**config.mk**
```make
export PLATFORM = sky130hd
export DESIGN_NAME = uis_core
export DESIGN_NICKNAME = d
export VERILOG_FILES = /design/src/rtl/uis_pkg.sv /design/src/rtl/uis_status_queue.sv /design/src/rtl/uis_core.sv
export VERILOG_INCLUDE_DIRS = /design/src /design/src/rtl
export SDC_FILE = /design/constraint.sdc
export NUM_CORES = 1
export LEC_CHECK = 0
export BUFFER_PORTS_ARGS = -buffer_cell sky130_fd_sc_hd__buf_2
export CAP_MARGIN = 20
export CELL_PAD_IN_SITES_DETAIL_PLACEMENT = 0
export CELL_PAD_IN_SITES_GLOBAL_PLACEMENT = 1
export CORE_AREA = 2 2 185 259
export DETAILED_ROUTE_END_ITERATION = 10
export DIE_AREA = 0 0 187 261
export PLACE_DENSITY = 0.68
export SETUP_SLACK_MARGIN = 0.15
export SYNTH_ARGS = -nofsm -noshare
export SYNTH_HDL_FRONTEND = slang
export SYNTH_HIERARCHICAL = 1
export SYNTH_SLANG_ARGS = --single-unit
```
**constraint.sdc**
```tcl
create_clock -name clk_sys -period 2.5 [get_ports clk_sys]
set_clock_uncertainty 0.15 [all_clocks]
set_input_delay 0.375 -clock clk_sys [delete_from_list [all_inputs] [get_ports clk_sys]]
set_output_delay 0.375 -clock clk_sys [all_outputs]
set_load 0.05 [all_outputs]
```
**src/rtl/uis_params.svh**
```systemverilog
`ifndef UIS_PARAMS_SVH
`define UIS_PARAMS_SVH

// byte offsets
`define UIS_OFS_STATUS 8'h14
`define UIS_OFS_MASK 8'h18
`define UIS_OFS_RX_PEEK 8'h1C
`define UIS_OFS_RX_POP 8'h1C

// status bit positions
`define UIS_BIT_ROLE 0
`define UIS_BIT_MISMATCH 1
`define UIS_BIT_OTG 2
`define UIS_BIT_SOF 3
`define UIS_BIT_RX_LEVEL 4
`define UIS_BIT_TX_EMPTY 5
`define UIS_BIT_IN_NAK 6
`define UIS_BIT_OUT_NAK 7
`define UIS_BIT_EARLY_SUSP 10
`define UIS_BIT_SUSPEND 11
`define UIS_BIT_BUS_RESET 12
`define UIS_BIT_ENUM_DONE 13
`define UIS_BIT_ISO_DROP 14
`define UIS_BIT_PERIODIC 15
`define UIS_BIT_IN_EP 18
`define UIS_BIT_OUT_EP 19

// rx status fields
`define UIS_FN_HI 24
`define UIS_FN_LO 21
`define UIS_PACKET_STATUS_HI 20
`define UIS_PACKET_STATUS_LO 17
`define UIS_DATA_PID_FIELD_HI 16
`define UIS_DATA_PID_FIELD_LO 15
`define UIS_BYTE_COUNT_HI 14
`define UIS_BYTE_COUNT_LO 4
`define UIS_ENDPOINT_NUMBER_HI 3
`define UIS_ENDPOINT_NUMBER_LO 0

// reset values, masks
`define UIS_MASK_RESET 32'h00000000
`define UIS_MASK_WRITABLE 32'hFFFEFCFE
`define UIS_STATUS_W1C 32'h0000FC0E
`define UIS_RX_RESET 32'h00000000

// timing
`define UIS_CLK_KHZ 125000
`define UIS_EARLY_SUSP_MS 3
`define UIS_SUSPEND_MS 6

// idle line state
`define UIS_LINE_IDLE 2'h1

`endif

```
**src/rtl/uis_pkg.sv**
```systemverilog
package uis_pkg;
    // suspend tracking, one-hot
    typedef enum logic [2:0] {
        UIS_ACTIVE = 3'b001,
        UIS_EARLY = 3'b010,
        UIS_SUSPENDED = 3'b100
    } uis_susp_state_t;

    // packet status codes of the receive status word
    typedef enum logic [3:0] {
        UIS_PKT_OUT_NAK = 4'h1,
        UIS_PKT_OUT_DATA = 4'h2,
        UIS_PKT_OUT_DONE = 4'h3,
        UIS_PKT_SETUP_DONE = 4'h4,
        UIS_PKT_SETUP_DATA = 4'h6
    } uis_pkt_status_t;

    // data pid codes
    typedef enum logic [1:0] {
        UIS_PID_DATA0 = 2'h0,
        UIS_PID_DATA2 = 2'h1,
        UIS_PID_DATA1 = 2'h2,
        UIS_PID_MDATA = 2'h3
    } uis_data_pid_t;

    typedef logic [31:0] uis_word_t;
endpackage

```
**src/rtl/uis_status_queue.sv**
```systemverilog
`timescale 1ns/10ps
// rx status word queue in flops
module uis_status_queue #(
    parameter int DEPTH = 8,
    parameter int AW = 3
) (
    input wire logic clk_sys, // system clock
    input wire logic reset_n, // async reset, active low
    input wire logic push, // store one word
    input wire uis_pkg::uis_word_t push_word, // word to store
    input wire logic pop, // remove head word
    output uis_pkg::uis_word_t head_word, // oldest word
    output logic not_empty, // at least one word held
    output logic not_full // room for one more word
);
    import uis_pkg::*;

    uis_word_t store [DEPTH]; // status storage
    logic [AW-1:0] wr_idx; // write index
    logic [AW-1:0] rd_idx; // read index
    logic [AW:0] count; // words held
    logic do_push; // push accepted
    logic do_pop; // pop accepted

    // a push into a full queue is dropped; the source must watch not_full
    assign do_push = push && not_full;
    assign do_pop = pop && not_empty;
    assign head_word = store[rd_idx];

    // storage writes
    always_ff @(posedge clk_sys or negedge reset_n) begin
        if (!reset_n) begin
            for (int i = 0; i < DEPTH; i++) begin
                store[i] <= '0;
            end
        end else if (do_push) begin
            store[wr_idx] <= push_word;
        end
    end

    // indices and fill level
    always_ff @(posedge clk_sys or negedge reset_n) begin
        if (!reset_n) begin
            wr_idx <= '0;
            rd_idx <= '0;
            count <= '0;
            not_empty <= 1'b0;
            not_full <= 1'b1;
        end else begin
            if (do_push) begin
                wr_idx <= (wr_idx == AW'(DEPTH - 1)) ? '0 : wr_idx + 1'b1;
            end
            if (do_pop) begin
                rd_idx <= (rd_idx == AW'(DEPTH - 1)) ? '0 : rd_idx + 1'b1;
            end
            // flags as flops for clean ports
            unique case ({do_push, do_pop})
                2'b10: begin
                    count <= count + 1'b1;
                    not_empty <= 1'b1;
                    not_full <= (count != (AW+1)'(DEPTH - 1));
                end
                2'b01: begin
                    count <= count - 1'b1;
                    not_empty <= (count != (AW+1)'(1));
                    not_full <= 1'b1;
                end
                default: begin
                    count <= count;
                end
            endcase
        end
    end
endmodule

```
**src/rtl/uis_core.sv**
```systemverilog
`timescale 1ns/10ps
`include "uis_params.svh"
// Operation
// flag periodic frame interval point reached
// flag iso OUT packet dropped, no room
// flag speed enumeration done; speed elsewhere
// flag bus reset detected
// flag suspend and enter suspended after idle
// flag early suspend after 3 ms idle
// out NAK effective until clear written
// in NAK effective once request sampled
// tx empty flag per level, queue space
// rx level while status entries unread
// flag SOF in device mode, HS/FS
// OTG flag, cleared through OTG register; here bit 2 is sticky and cleared by writing one
// flag wrong-role register access, no effect
// bit 0 reports role, resets to host
// software clears IN cause per endpoint
// mask bit 1 unmasks; reset all zero
// frame number low bits in status word
// packet status codes in bits 20:17
// data PID code in bits 16:15
// byte count in bits 14:4
// endpoint number in bits 3:0
// software clears OUT cause per endpoint
// set-by-core bits cleared by writing one
// peek keeps entry, pop removes entry
module uis_core #(
    parameter int EARLY_SUSP_CYCLES =
        `UIS_EARLY_SUSP_MS * `UIS_CLK_KHZ, // idle cycles to early suspend
    parameter int SUSPEND_CYCLES =
        `UIS_SUSPEND_MS * `UIS_CLK_KHZ, // idle cycles to suspend
    parameter int RX_DEPTH = 8, // receive status entries
    parameter int RX_AW = 3, // index width for RX_DEPTH
    parameter int TX_FIFO_WORDS = 256, // non-periodic tx fifo size
    parameter bit DEDICATED_TX_FIFO = 1'b0, // dedicated_tx_fifo_option
    parameter bit ISO_OUT_SUPPORT = 1'b1 // frame number field kept
) (
    input wire logic clk_sys, // system clock
    input wire logic reset_n, // async reset, active low
    input wire logic [7:0] reg_addr, // register byte address
    input wire logic reg_wr, // write strobe
    input wire logic reg_rd, // read strobe
    input wire logic reg_pop, // read at 0x1C pops
    input wire logic reg_host_space, // host register access
    input wire logic reg_dev_space, // device register access
    input wire uis_pkg::uis_word_t reg_wdata, // write data
    output uis_pkg::uis_word_t reg_rdata, // read data
    output logic reg_rvalid, // read valid
    input wire logic role_host, // core runs in host role
    input wire logic periodic_frame_point, // frame point
    input wire logic iso_out_drop, // iso drop
    input wire logic enum_done, // enum done
    input wire logic bus_reset_seen, // bus reset
    input wire logic sof_received, // SOF seen
    input wire logic low_speed, // low speed
    input wire logic otg_pending, // OTG cause
    input wire logic in_endpoint_pending, // IN cause
    input wire logic out_endpoint_pending, // OUT cause
    input wire logic set_global_out_nak, // set out nak
    input wire logic clear_global_out_nak, // clear out nak pulse
    input wire logic set_global_in_nak, // set in nak request pulse
    input wire logic clear_global_in_nak, // clear in nak pulse
    input wire logic rx_busy, // rx mid-packet
    input wire logic tx_empty_level_select, // 1: fully empty, 0: half
    input wire logic [15:0] tx_fifo_free, // free tx fifo words
    input wire logic [7:0] tx_queue_free, // free request queue entries
    input wire logic [1:0] phy_line_state, // line state pin
    input wire logic rx_push, // rx entry push
    input wire logic [3:0] frame_number_low, // frame low bits
    input wire uis_pkg::uis_pkt_status_t packet_status, // packet status
    input wire uis_pkg::uis_data_pid_t data_pid_field, // data pid
    input wire logic [10:0] byte_count, // packet byte count
    input wire logic [3:0] endpoint_number, // endpoint of packet
    output logic rx_push_ready, // queue room
    output logic suspended, // suspended
    output uis_pkg::uis_word_t global_irq_pending // status and mask
);
    import uis_pkg::*;

    localparam int IDLE_W = 32; // idle counter width

    uis_word_t global_irq_status; // sticky and live status
    uis_word_t global_irq_mask; // mask, 1 unmasks
    uis_word_t status_set; // set terms
    uis_word_t status_w1c; // clear terms
    uis_word_t status_live; // read-only live bits
    uis_word_t rx_word; // new rx entry
    uis_word_t rx_head; // oldest rx entry
    logic rx_not_empty; // queue holds an entry
    logic rx_pop; // pop request to the queue
    logic [1:0] ls_s1; // sync 1
    logic [1:0] ls_s2; // sync 2
    logic [1:0] ls_s3; // sync 3
    logic [1:0] line_state; // agreed line state
    logic [IDLE_W-1:0] idle_count; // idle cycles
    uis_susp_state_t susp_state; // suspend tracking
    uis_susp_state_t next_susp_state; // next suspend tracking
    logic early_hit; // early point
    logic susp_hit; // suspend point
    logic out_nak_req; // out nak pending
    logic out_nak_effective_flag; // out nak in effect
    logic in_nak_effective_flag; // in nak sampled
    logic nonperiodic_tx_empty_flag; // tx empty status
    logic current_role; // role shown in bit 0
    logic wrong_role; // wrong-role access
    logic wr_status; // status write
    logic wr_mask; // mask write

    // address decode for reads and writes
    function automatic logic hit(input logic [7:0] a, input logic [7:0] o);
        hit = (a == o);
    endfunction

    // wrong-role access completes with no effect
    assign wrong_role = (reg_wr || reg_rd) &&
        ((reg_host_space && !current_role) ||
         (reg_dev_space && current_role));
    assign wr_status = reg_wr && !wrong_role &&
        hit(reg_addr, `UIS_OFS_STATUS);
    assign wr_mask = reg_wr && !wrong_role && hit(reg_addr, `UIS_OFS_MASK);
    assign rx_pop = reg_rd && reg_pop && !wrong_role &&
        hit(reg_addr, `UIS_OFS_RX_POP);

    // line state pin: three flops, stages 2 and 3 must agree
    always_ff @(posedge clk_sys or negedge reset_n) begin
        if (!reset_n) begin
            ls_s1 <= `UIS_LINE_IDLE;
            ls_s2 <= `UIS_LINE_IDLE;
            ls_s3 <= `UIS_LINE_IDLE;
            line_state <= `UIS_LINE_IDLE;
        end else begin
            ls_s1 <= phy_line_state;
            ls_s2 <= ls_s1;
            ls_s3 <= ls_s2;
            if (ls_s2 == ls_s3) begin
                line_state <= ls_s3;
            end
        end
    end

    // idle time; saturates so a long suspend cannot wrap and re-trigger
    always_ff @(posedge clk_sys or negedge reset_n) begin
        if (!reset_n) begin
            idle_count <= '0;
        end else if (line_state != `UIS_LINE_IDLE) begin
            idle_count <= '0; // activity restarts
        end else if (idle_count != IDLE_W'(SUSPEND_CYCLES)) begin
            idle_count <= idle_count + 1'b1;
        end
    end

    assign early_hit = (idle_count == IDLE_W'(EARLY_SUSP_CYCLES - 1));
    assign susp_hit = (idle_count == IDLE_W'(SUSPEND_CYCLES - 1));

    // suspend tracking state
    always_comb begin
        next_susp_state = susp_state;
        unique case (susp_state)
            UIS_ACTIVE: begin
                if (early_hit) begin
                    next_susp_state = UIS_EARLY;
                end
            end
            UIS_EARLY: begin
                if (line_state != `UIS_LINE_IDLE) begin
                    next_susp_state = UIS_ACTIVE;
                end else if (susp_hit) begin
                    next_susp_state = UIS_SUSPENDED;
                end
            end
            UIS_SUSPENDED: begin
                if (line_state != `UIS_LINE_IDLE) begin
                    next_susp_state = UIS_ACTIVE; // resume on activity
                end
            end
            default: begin
                next_susp_state = UIS_ACTIVE;
            end
        endcase
    end

    always_ff @(posedge clk_sys or negedge reset_n) begin
        if (!reset_n) begin
            susp_state <= UIS_ACTIVE;
            suspended <= 1'b0;
        end else begin
            susp_state <= next_susp_state;
            suspended <= (next_susp_state == UIS_SUSPENDED);
        end
    end

    // out nak: waits until rx is between packets
    always_ff @(posedge clk_sys or negedge reset_n) begin
        if (!reset_n) begin
            out_nak_req <= 1'b0;
            out_nak_effective_flag <= 1'b0;
        end else if (clear_global_out_nak) begin
            out_nak_req <= 1'b0;
            out_nak_effective_flag <= 1'b0;
        end else if (set_global_out_nak || out_nak_req) begin
            out_nak_req <= rx_busy;
            if (!rx_busy) begin
                out_nak_effective_flag <= 1'b1;
            end
        end
    end

    // in nak: effective once sampled
    always_ff @(posedge clk_sys or negedge reset_n) begin
        if (!reset_n) begin
            in_nak_effective_flag <= 1'b0;
        end else if (clear_global_in_nak) begin
            in_nak_effective_flag <= 1'b0;
        end else if (set_global_in_nak) begin
            in_nak_effective_flag <= 1'b1;
        end
    end

    // tx empty; held low with dedicated fifos
    always_ff @(posedge clk_sys or negedge reset_n) begin
        if (!reset_n) begin
            nonperiodic_tx_empty_flag <= 1'b1;
        end else if (DEDICATED_TX_FIFO) begin
            nonperiodic_tx_empty_flag <= 1'b0;
        end else begin
            nonperiodic_tx_empty_flag <= (tx_queue_free != 8'h00) &&
                (tx_empty_level_select ?
                 (tx_fifo_free == 16'(TX_FIFO_WORDS)) :
                 (tx_fifo_free >= 16'(TX_FIFO_WORDS / 2)));
        end
    end

    // role bit: host at reset, then follows the core
    always_ff @(posedge clk_sys or negedge reset_n) begin
        if (!reset_n) begin
            current_role <= 1'b1;
        end else begin
            current_role <= role_host;
        end
    end

    // sticky set terms
    always_comb begin
        status_set = '0;
        status_set[`UIS_BIT_PERIODIC] = periodic_frame_point;
        status_set[`UIS_BIT_ISO_DROP] = iso_out_drop;
        status_set[`UIS_BIT_ENUM_DONE] = enum_done;
        status_set[`UIS_BIT_BUS_RESET] = bus_reset_seen;
        status_set[`UIS_BIT_SUSPEND] = susp_hit &&
            (susp_state == UIS_EARLY);
        status_set[`UIS_BIT_EARLY_SUSP] = early_hit &&
            (susp_state == UIS_ACTIVE);
        status_set[`UIS_BIT_SOF] = sof_received && !current_role &&
            !low_speed;
        // re-sets while the OTG cause is pending
        status_set[`UIS_BIT_OTG] = otg_pending;
        status_set[`UIS_BIT_MISMATCH] = wrong_role;
    end

    // write-one-clear; zero leaves a bit alone
    assign status_w1c = wr_status ? (reg_wdata & `UIS_STATUS_W1C) : '0;

    // read-only live bits
    always_comb begin
        status_live = '0;
        status_live[`UIS_BIT_ROLE] = current_role;
        status_live[`UIS_BIT_RX_LEVEL] = rx_not_empty;
        status_live[`UIS_BIT_TX_EMPTY] = nonperiodic_tx_empty_flag;
        status_live[`UIS_BIT_IN_NAK] = in_nak_effective_flag;
        status_live[`UIS_BIT_OUT_NAK] = out_nak_effective_flag;
        // endpoint bits clear at the endpoint registers
        status_live[`UIS_BIT_IN_EP] = in_endpoint_pending;
        status_live[`UIS_BIT_OUT_EP] = out_endpoint_pending;
    end

    // status register; a set in the clear cycle wins
    always_ff @(posedge clk_sys or negedge reset_n) begin
        if (!reset_n) begin
            global_irq_status <= '0;
            global_irq_status[`UIS_BIT_ROLE] <= 1'b1;
            global_irq_status[`UIS_BIT_TX_EMPTY] <= 1'b1;
        end else begin
            global_irq_status <= (((global_irq_status & `UIS_STATUS_W1C) &
                ~status_w1c) | status_set) | status_live;
        end
    end

    // mask register; reserved bits stay zero
    always_ff @(posedge clk_sys or negedge reset_n) begin
        if (!reset_n) begin
            global_irq_mask <= `UIS_MASK_RESET;
        end else if (wr_mask) begin
            global_irq_mask <= reg_wdata & `UIS_MASK_WRITABLE;
        end
    end

    // masked view for the interrupt logic
    always_ff @(posedge clk_sys or negedge reset_n) begin
        if (!reset_n) begin
            global_irq_pending <= '0;
        end else begin
            global_irq_pending <= global_irq_status & global_irq_mask;
        end
    end

    // rx status word
    always_comb begin
        rx_word = `UIS_RX_RESET;
        if (ISO_OUT_SUPPORT) begin
            rx_word[`UIS_FN_HI:`UIS_FN_LO] = frame_number_low;
        end
        rx_word[`UIS_PACKET_STATUS_HI:`UIS_PACKET_STATUS_LO] = packet_status;
        rx_word[`UIS_DATA_PID_FIELD_HI:`UIS_DATA_PID_FIELD_LO] = data_pid_field;
        rx_word[`UIS_BYTE_COUNT_HI:`UIS_BYTE_COUNT_LO] = byte_count;
        rx_word[`UIS_ENDPOINT_NUMBER_HI:`UIS_ENDPOINT_NUMBER_LO] = endpoint_number;
    end

    uis_status_queue #(
        .DEPTH(RX_DEPTH),
        .AW(RX_AW)
    ) u_rx_queue (
        .clk_sys(clk_sys),
        .reset_n(reset_n),
        .push(rx_push),
        .push_word(rx_word),
        .pop(rx_pop),
        .head_word(rx_head),
        .not_empty(rx_not_empty),
        .not_full(rx_push_ready)
    );

    // reads, answered a cycle after the strobe
    always_ff @(posedge clk_sys or negedge reset_n) begin
        if (!reset_n) begin
            reg_rdata <= '0;
            reg_rvalid <= 1'b0;
        end else begin
            reg_rvalid <= reg_rd;
            if (reg_rd) begin
                if (wrong_role) begin
                    reg_rdata <= '0; // ignored inside
                end else if (hit(reg_addr, `UIS_OFS_STATUS)) begin
                    reg_rdata <= global_irq_status;
                end else if (hit(reg_addr, `UIS_OFS_MASK)) begin
                    reg_rdata <= global_irq_mask;
                end else if (hit(reg_addr, `UIS_OFS_RX_PEEK)) begin
                    // empty queue reads as zero; peek and pop share data
                    reg_rdata <= rx_not_empty ? rx_head : '0;
                end else begin
                    reg_rdata <= '0; // unmapped reads as zero
                end
            end
        end
    end
endmodule

```
Word-level counts from Yosys, hierarchy flattened
Cells that the tools add are included.

cells by class
  add/sub/neg operators = 5
  $lt $le $gt $ge = 4
  equal/unequal tests = 20
  multiplexer cells = 32
  bitwise gates (word level) = 7
  reduce and logical (&&, ||, !) cells = 29

operators by type and width
  cell                                                                 count
  two-way mux 32 bit                                                   10
  bitwise mux 256 bit                                                  1
  binary-select mux 32 bit (select 3 bit)                              1
  demux 32 bit (select 3 bit)                                          1
  adder 32 x 1 -> 32 bit (second input constant)                       1
  AND 16 x 32 -> 32 bit                                                1
  AND 32 bit                                                           1
  equality test 32 x 19 -> 1 bit (second input constant)               1
  equality test 32 x 20 -> 1 bit (second input constant)               1
  != test 32 x 20 -> 1 bit (second input constant)                     1
  NOT 16 -> 32 bit                                                     1
  bitwise OR 32 x 16 -> 32 bit                                         1
  bitwise OR 32 x 20 -> 32 bit                                         1
  equality test 8 x 5 -> 1 bit (second input constant)                 3
  two-way mux 3 bit                                                    6
  logical AND 1 bit                                                    17
  equality test 16 x 9 -> 1 bit (second input constant)                1
  greater-or-equal comparator 16 x 8 -> 1 bit (second input constant)  1
  two-way mux 16 bit                                                   1
  equality test 3 bit (second input constant)                          4
  case mux 3 bit (3 select lines)                                      1
  greater-or-equal comparator 4 bit (second input constant)            2
  two-way mux 1 bit                                                    8
  NOT 3 -> 4 bit                                                       2
  other kinds (20)                                                     29

storage, ports and cells
  register bits after elaboration = 442
  output and inout port bits = 67
  logic and storage cells = 127

Logic depth before layout (Yosys ltp)
Gate-level depths: netlist of run 1.

  depth in word-level cells = 12
  mapped depth = 9

By module
The synthesis of run 1 kept the hierarchy.

modules (own cells, without submodules)
  module            times used  cells an instance  area an instance (um2)  seq. area each (um2)
  uis_status_queue  1           717                11985.2                 6707.7
  uis_core          1           581                6441.2                  3539.6

Least setup slack after synthesis of run 1
OpenSTA, ideal clock, no wires.

  path kind = register -> register
  start point = reg current_role
  end point = reg u_rx_queue.count[3]
  setup time = 79 ps
  arrival time = 2552 ps
  required time = 2271 ps
  slack = -281 ps
  stages on the path, launching flop included = 10
  clock period less this slack = 2781 ps
  cells stage by stage = dfstp_2 > mux2i_1 > nand4_1 > nor2_1 > nand2_1 > inv_1 > ha_1 > or4b_2 > a21oi_1 > xor2_1

on the way
  cells in the longest elaborated chain, start to end = 10

RTL lines
  what                                                                   line                    text
  start: declaration                                                     uis_core.sv:105         logic current_role;
  start signal: assignment                                               uis_core.sv:239         current_role <= role_host;
  zero test 1 bit                                                        uis_core.sv:117         ((reg_host_space && !current_role) ||
  logical AND 1 bit                                                      uis_core.sv:117
  logical OR 1 bit (*)                                                   uis_core.sv:117
  logical AND 1 bit (*)                                                  uis_core.sv:116         assign wrong_role = (reg_wr || reg_rd) &&
  zero test 1 bit (*)                                                    uis_core.sv:122         assign rx_pop = reg_rd && reg_pop && !wrong_role &&
  logical AND 1 bit (*) (2 in a row)                                     uis_core.sv:122
  via rx_pop                                                             uis_core.sv:91          logic rx_pop;
  logical AND 1 bit (*)                                                  uis_status_queue.sv:27  assign do_pop = pop && not_empty;
  via u_rx_queue.do_pop                                                  uis_status_queue.sv:23  logic do_pop;
  equality test 2 x 1 -> 1 bit or equality test 2 bit (tied branches)    uis_status_queue.sv:57  unique case ({do_push, do_pop})
  case mux 4 bit (2 select lines) or nonzero test 2 bit (tied branches)  n/a
  end signal: assignment                                                 uis_status_queue.sv:59  count <= count + 1'b1;
  end signal: assignment                                                 uis_status_queue.sv:64  count <= count - 1'b1;
  end signal: assignment                                                 uis_status_queue.sv:69  count <= count;
  end: declaration                                                       uis_status_queue.sv:21  logic [AW:0] count;

The timed path passes the listed nets; every way through them passes the cells marked *.
A chain may end at the register's enable or synchronous reset.

Worst setup path in the final report of run 1
Same ends and word-level chain as after synthesis.

==> impl_metrics.json, run 1 <==
{
  "ys_warn_count": 6,
  "areaGrowthSynthToFinish_pct": 23.1,
  "regArea_mm2": 0.0103,
  "drv_slew": 0,
  "grt_overflow": 0,
  "die_area_mm2": 0.0488,
  "totalPowerFinal_mw": 13.7,
  "core_area_mm2": 0.0467,
  "yosysUniqueCellTypes": 61,
  "grt_pass1_vias": 12600,
  "leakage_nw": 10.7,
  "antenna_found_initial": 4,
  "layout.cells.most_common_list": "397 x dfrtp_1, 312 x mux2_2, 159 x buf_2",
  "grt_setup_unrepaired": "true",
  "drive_above_1_share": 0.425,
  "clk_pin_slew_ns": 0.06,
  "syn_area_mm2": 0.0184,
  "worst_slack_ns": 0.105,
  "pwr-share-clk": 0.466,
  "status": "complete, no violations",
  "drt-initial-drc-count": 582,
  "place_hpwl_mm": 28.4,
  "seq_power_share": 0.488,
  "grt_max_degree": 67,
  "holdPathEnd": "u_rx_queue/store[50]",
  "cp.arrival_ns": 2.71,
  "cts_buffers": 42,
  "start_util": 0.395,
  "clk_path_buf_depth": 3,
  "power.density_mw_per_mm2": 606,
  "r2r.worst_path.cells": 9,
  "r2r_start": "current_role",
  "stdcell_area_mm2": 0.0227,
  "worstMarginPinSlew_ns": 0.679,
  "finalHoldViolations": 0,
  "clock_sinks": 409,
  "fin_crit_ns": 2.40,
  "gp_congestion": 0.753,
  "grt_pass1_wl_mm": 70.1,
  "clkLatencyLatePin_ns": 0.55,
  "cp-end-kind": "register",
  "crit_fanout": 2,
  "drc": 0,
  "layout.nets": 1736,
  "wl_per_cell_um": 19.2,
  "place_ws_ns": 0.0292,
  "reg2reg_to": "u_rx_queue/count[3]",
  "rows": 94,
  "fillCellCount": 4177,
  "max_cap_violations": 0,
  "required_ns": 2.81,
  "p_int_mw": 10.7,
  "switching_share": 0.221,
  "synth-seq-cells": 409,
  "min_path_type": "in2reg",
  "totalWireLength_mm": 43.6,
  "drt_pre_antenna_iters": 5,
  "worstHoldStart": "packet_status[1]",
  "slew_headroom": 0.546,
  "crit_type": "reg2reg",
  "viasPerCell": 5.19,
  "setup_tns_ns": 0,
  "synthCells": 1298,
  "timing.final.crit_share": 0.958,
  "htreeDepth": 2,
  "clock.fmax_mhz": 417,
  "ir_drop_uv": 396,
  "multi_input_area_mm2": 0.00799,
  "reg2reg_slack_ns": 0.10,
  "die_h_um": 261,
  "vias": 11800,
  "track_usage": 0.182,
  "cts_post_setup_buffers_inserted": 0,
  "hold_depth": 2,
  "synth_edf_count": 0,
  "mostFrequentLayoutCell": "dfrtp_1",
  "synth_ff_type": "dfrtp_1",
  "cts-root-buf": "clkbuf_16",
  "seq_area_frac_synth": 0.556,
  "cts_tree": "yes",
  "finalSetupViolations": 0,
  "whs_ns": 0.0287,
  "synthArstFlopShare": 1.00,
  "comb_power_share": 0.046,
  "ioPinCount": 182,
  "worstSetupStartpointType": "register",
  "port_buffers": 160,
  "syn_avg_cell_area_um2": 14.2,
  "ant_nets": 0,
  "placed_cell_area_mm2": 0.0206,
  "fp.dieW_um": 187,
  "num_antenna_cells": 0,
  "power.switching_mw": 3.03
}
[through the flow]
step	instances	utilization
after floorplan	1370	-
after global placement	2124	0.441
after detailed placement	2124	0.441
after CTS	2268	0.486
after global routing	2268	0.486
final	2268	0.486
[layout make-up]
type,instances,area share
well taps,624,0.0344
repair buffers,291,0.0975
clock buffers,68,0.0564
flip-flops and latches,409,0.452
clock inverters,9,0.00563
inverters,10,0.00165
multi-input cells,857,0.352
[flip-flops by register name, indices dropped and copies added (netlist names), 3 cells and up]
register	flops
global_irq_mask	28
global_irq_pending	15
global_irq_status	16
idle_count	32
reg_rdata	32
susp_state	3
u_rx_queue/count	4
u_rx_queue/rd_idx	3
u_rx_queue/store	256
u_rx_queue/wr_idx	3
[logic make-up (layout without fill, tap and decap cells)]
kind of cell | after synthesis | in the layout | synth area share
DFF | 409 | 409 | 0.556
muxes | 390 | 390 | 0.277
and+or+nand+nor | 240 | 240 | 0.0727
AOI/OAI and AO/OA | 127 | 127 | 0.0502
buffers and inverters | 104 | 378 | 0.0289
xor gates and xnor gates | 17 | 17 | 0.00808
adders and majority gates | 10 | 10 | 0.00679
other | 1 | 73 | 0.000204
[Yosys cell counts (3+ instances only)]
master	instances	area [µm²]
a21o_1	8	60.1
a21oi_1	37	185
a221o_1	7	70.1
a22o_1	3	26.3
a22oi_1	7	52.6
a311o_1	15	150
and2_1	15	93.8
and4_1	4	35.0
buf_2	35	175
buf_4	18	135
buf_6	4	45.0
clkbuf_1	36	135
dfrtp_1	399	9980
dfstp_2	10	263
ha_1	10	125
inv_1	9	33.8
mux2_1	8	90.1
mux2_2	312	3510
mux2i_1	6	60.1
mux4_2	64	1440
nand2_1	50	188
nand2b_1	10	62.6
nand3_1	14	70.1
nand4_1	12	75.1
nand4b_1	3	26.3
nor2_1	48	180
nor2b_1	8	50.1
nor3_1	14	70.1
nor3b_1	3	22.5
nor4_1	14	87.6
o21ai_0	11	55.1
o2bb2ai_1	22	193
o31ai_1	12	90.1
or3_1	8	50.1
or4_1	17	128
xnor2_1	13	114
xor2_1	4	35.0
[power groups by stage]
stage / Clock, mW / Combinational (mW) / Sequential, mW
2_1_floorplan: 0 / 0.198 / 6.84
3_3_place_gp: 0 / 0.548 / 6.82
3_5_place_dp: 0 / 0.557 / 6.82
4_1_cts: 6.61 / 0.644 / 6.70
5_1_grt: 6.89 / 0.705 / 6.70
6_report: 6.41 / 0.632 / 6.70
[worst max-delay path by stage]
stage / cells past startpoint / slack, ns / from / to
final: 9 / 0.10 / current_role / u_rx_queue/count[3]
after CTS: 9 / 0.08 / current_role / u_rx_queue/count[3]
after global routing: 9 / 0.003 / current_role / u_rx_queue/count[3]
after detailed placement: 10 / 0.03 / reg_addr[5] / u_rx_queue/count[3]
after global placement: 10 / 0.02 / reg_addr[5] / u_rx_queue/count[3]
after floorplan: 9 / 0.11 / current_role / u_rx_queue/count[3]
[per-layer routing]
| layer | up-vias | part of all wire | routed length [µm] | track usage |
|---|---|---|---|---|
| met3 | 61 | 0.040 | 1760 | 0.0310 |
| li1 | 5373 | - | - | - |
| met4 | 6 | 0.022 | 960 | 0.0540 |
| met1 | 6110 | 0.42 | 18200 | 0.224 |
| met5 | - | 0.00087 | 38 | 0 |
| met2 | 221 | 0.52 | 22600 | 0.329 |
[what timing repair did]
action                     CTS  global route
gates resized for setup      1             0
setup endpoints to repair    1             1
hold endpoints to repair   191             0
hold buffers                67             0
gates cloned                 0             0
[worst max-delay path, cell delays in order, from the launching register on]
cell,delay (ns)
dfstp_2,0.56
mux2i_4,0.25
nand4_1,0.17
nor2_2,0.17
nand2_2,0.08
inv_2,0.08
ha_4,0.12
or4b_4,0.45
a21oi_2,0.14
xor2_1,0.16
Note: power is estimated with default switching activity, not from simulation.
==> run 2: changes to the inputs <==
--- a/config.mk
+++ b/config.mk
@@ -10,9 +10,9 @@
 export CAP_MARGIN = 20
 export CELL_PAD_IN_SITES_DETAIL_PLACEMENT = 0
 export CELL_PAD_IN_SITES_GLOBAL_PLACEMENT = 1
-export CORE_AREA = 2 2 185 259
+export CORE_AREA = 2 2 179 268
 export DETAILED_ROUTE_END_ITERATION = 10
-export DIE_AREA = 0 0 187 261
+export DIE_AREA = 0 0 181 270
 export PLACE_DENSITY = 0.68
 export SETUP_SLACK_MARGIN = 0.15
 export SYNTH_ARGS = -nofsm -noshare
==> constraint.sdc (replaced) <==
create_clock -name clk_sys -period 2.5 [get_ports clk_sys]
set_clock_uncertainty 0.15 [all_clocks]
set_input_delay 0.25 -clock clk_sys [delete_from_list [all_inputs] [get_ports clk_sys]]
set_output_delay 0.25 -clock clk_sys [all_outputs]
set_load 0.05 [all_outputs]
==> run 2 against run 1 <==
Effect of this change:
- routed wire length rose by 3.5%
- largest power group is now clock
- clock power rose by 5.0%
- clock-buffer cell count fell by 2
- largest cell class unchanged
- sequential share of layout area fell by 0.19 points
==> impl_metrics.json, run 2 (synthesis results as in run 1) <==
{
  "utilization": 0.489,
  "cp.arrival_ns": 2.71,
  "cts_buffers": 42,
  "layout.cells.most_common_list": "397 x dfrtp_1, 312 x mux2_2, 159 x buf_2",
  "drt_pre_antenna_iters": 4,
  "finalHoldViolations": 0,
  "worstSetupStartpointType": "register",
  "ant_nets": 0,
  "drc": 0,
  "rows": 97,
  "htreeDepth": 2,
  "start_util": 0.395,
  "crit_family": "simple AND/OR/NAND/NOR gates",
  "place_hpwl_mm": 28.9,
  "totalWireLength_mm": 45.1,
  "reg2reg_to": "u_rx_queue/count[3]",
  "path_cells": "mux2i_4, nand4_1, nor2_2, nand2_2, inv_2, ha_4, or4b_4, a21oi_2, xor2_1",
  "power.density_mw_per_mm2": 618,
  "holdPathEnd": "reg_rdata[15]",
  "worstHoldStart": "reg_addr[3]",
  "r2r.worst_path.cells": 9,
  "place_inst": 2090,
  "vias": 11800,
  "grt_pass1_wl_mm": 72.3,
  "track_usage": 0.188,
  "hold_depth": 3,
  "top_regs": "u_rx_queue/store x256, idle_count x32, reg_rdata x32",
  "slew_headroom": 0.540,
  "crit_type": "reg2reg",
  "totalPowerFinal_mw": 14.1,
  "max_cap_violations": 0,
  "largest_register_ffs": 256,
  "mostFrequentLayoutCell": "dfrtp_1",
  "required_ns": 2.82,
  "min_path_type": "in2reg",
  "crit_fanout": 2,
  "finalSetupViolations": 0,
  "layout.nets": 1742,
  "place_ws_ns": 0.0426,
  "grt_setup_unrepaired": "true",
  "fp.dieW_um": 181,
  "whs_ns": 0.0606,
  "drv_slew": 0,
  "status": "complete, no violations",
  "port_buffers": 160,
  "placed_cell_area_mm2": 0.0205,
  "drive_above_1_share": 0.422,
  "cts_tree": "yes",
  "worstMarginPinSlew_ns": 0.689,
  "die_h_um": 270,
  "ioPinCount": 182,
  "wl_per_cell_um": 20.1,
  "drt-initial-drc-count": 488,
  "setup_tns_ns": 0,
  "cts-root-buf": "clkbuf_16",
  "reg2reg_slack_ns": 0.11,
  "clk_pin_slew_ns": 0.06,
  "grt_overflow": 0,
  "die_area_mm2": 0.0489,
  "clock.fmax_mhz": 418,
  "cp-end-kind": "register",
  "fin_crit_ns": 2.39,
  "clkLatencyLatePin_ns": 0.54,
  "cp.buffers_inverters": 1,
  "clk_path_buf_depth": 3,
  "grt_pass1_vias": 12800,
  "ir_drop_uv": 485,
  "core_area_mm2": 0.0466,
  "viasPerCell": 5.27,
  "leakage_nw": 10.7,
  "clock_sinks": 409,
  "cp_slowest_cell": "dfstp_2",
  "r2r_start": "current_role",
  "regMostFlops": "u_rx_queue/store",
  "timing.final.crit_share": 0.956,
  "critPathMaxStageDelay_ns": 0.56,
  "stdcell_area_mm2": 0.0228,
  "gp_congestion": 0.752,
  "finalNonFillerCells": 2247,
  "worst_slack_ns": 0.110,
  "grt_max_degree": 59,
  "antenna_found_initial": 2,
  "areaGrowthSynthToFinish_pct": 23.6
}
## run 2: metal layers
layer	track usage	vias up	share of wire
met3	0.0299	52	0.037
met1	0.235	6188	0.43
li1	-	5377	-
met5	0	-	0
met4	0.0486	0	0.018
met2	0.338	216	0.52
## run 2: layout make-up
| type | instances | area [µm²] |
|---|---|---|
| Timing Repair Buffer | 297 | 2260 |
| Clock inverter | 12 | 195 |
| Antenna cell | 2 | 5.00 |
| Tap cell | 594 | 743 |
| Inverter | 10 | 37.5 |
| Clock buffer | 66 | 1290 |
| Sequential cell | 409 | 10300 |
| Fill cell | 4126 | 23800 |
| Multi-Input combinational cell | 857 | 7990 |
## run 2: worst min-delay path, delay by kind of cell
family	cells	cell delay [ns]
buf+inv	1	0.21
compound gates	2	0.25
## run 2: worst max-delay path by stage
stage | start | to | slack (ns) | cells after the start
detailed placement | current_role | u_rx_queue/count[3] | 0.04 | 9
CTS | current_role | u_rx_queue/count[3] | 0.09 | 9
global route | current_role | u_rx_queue/count[3] | -0.02 | 9
finish | current_role | u_rx_queue/count[3] | 0.11 | 9
global placement | current_role | u_rx_queue/count[3] | 0.07 | 9
floorplan | current_role | u_rx_queue/count[3] | 0.11 | 9
## run 2: repair_timing
| action | in CTS | in global routing |
|---|---|---|
| gates resized for setup | 1 | 0 |
| hold buffers | 77 | 0 |
| setup endpoints to repair | 1 | 1 |
| endpoints found under the hold margin | 486 | 0 |
| pin swaps | 0 | 0 |
| buffers inserted | 0 | 0 |
## run 2: where the power goes
part / leakage, nW / internal, mW / switching (mW) / total (mW)
Combinational: 4.39 / 0.228 / 0.414 / 0.642
Sequential: 5.61 / 6.67 / 0.0295 / 6.70
Clock: 0.734 / 4.09 / 2.63 / 6.73
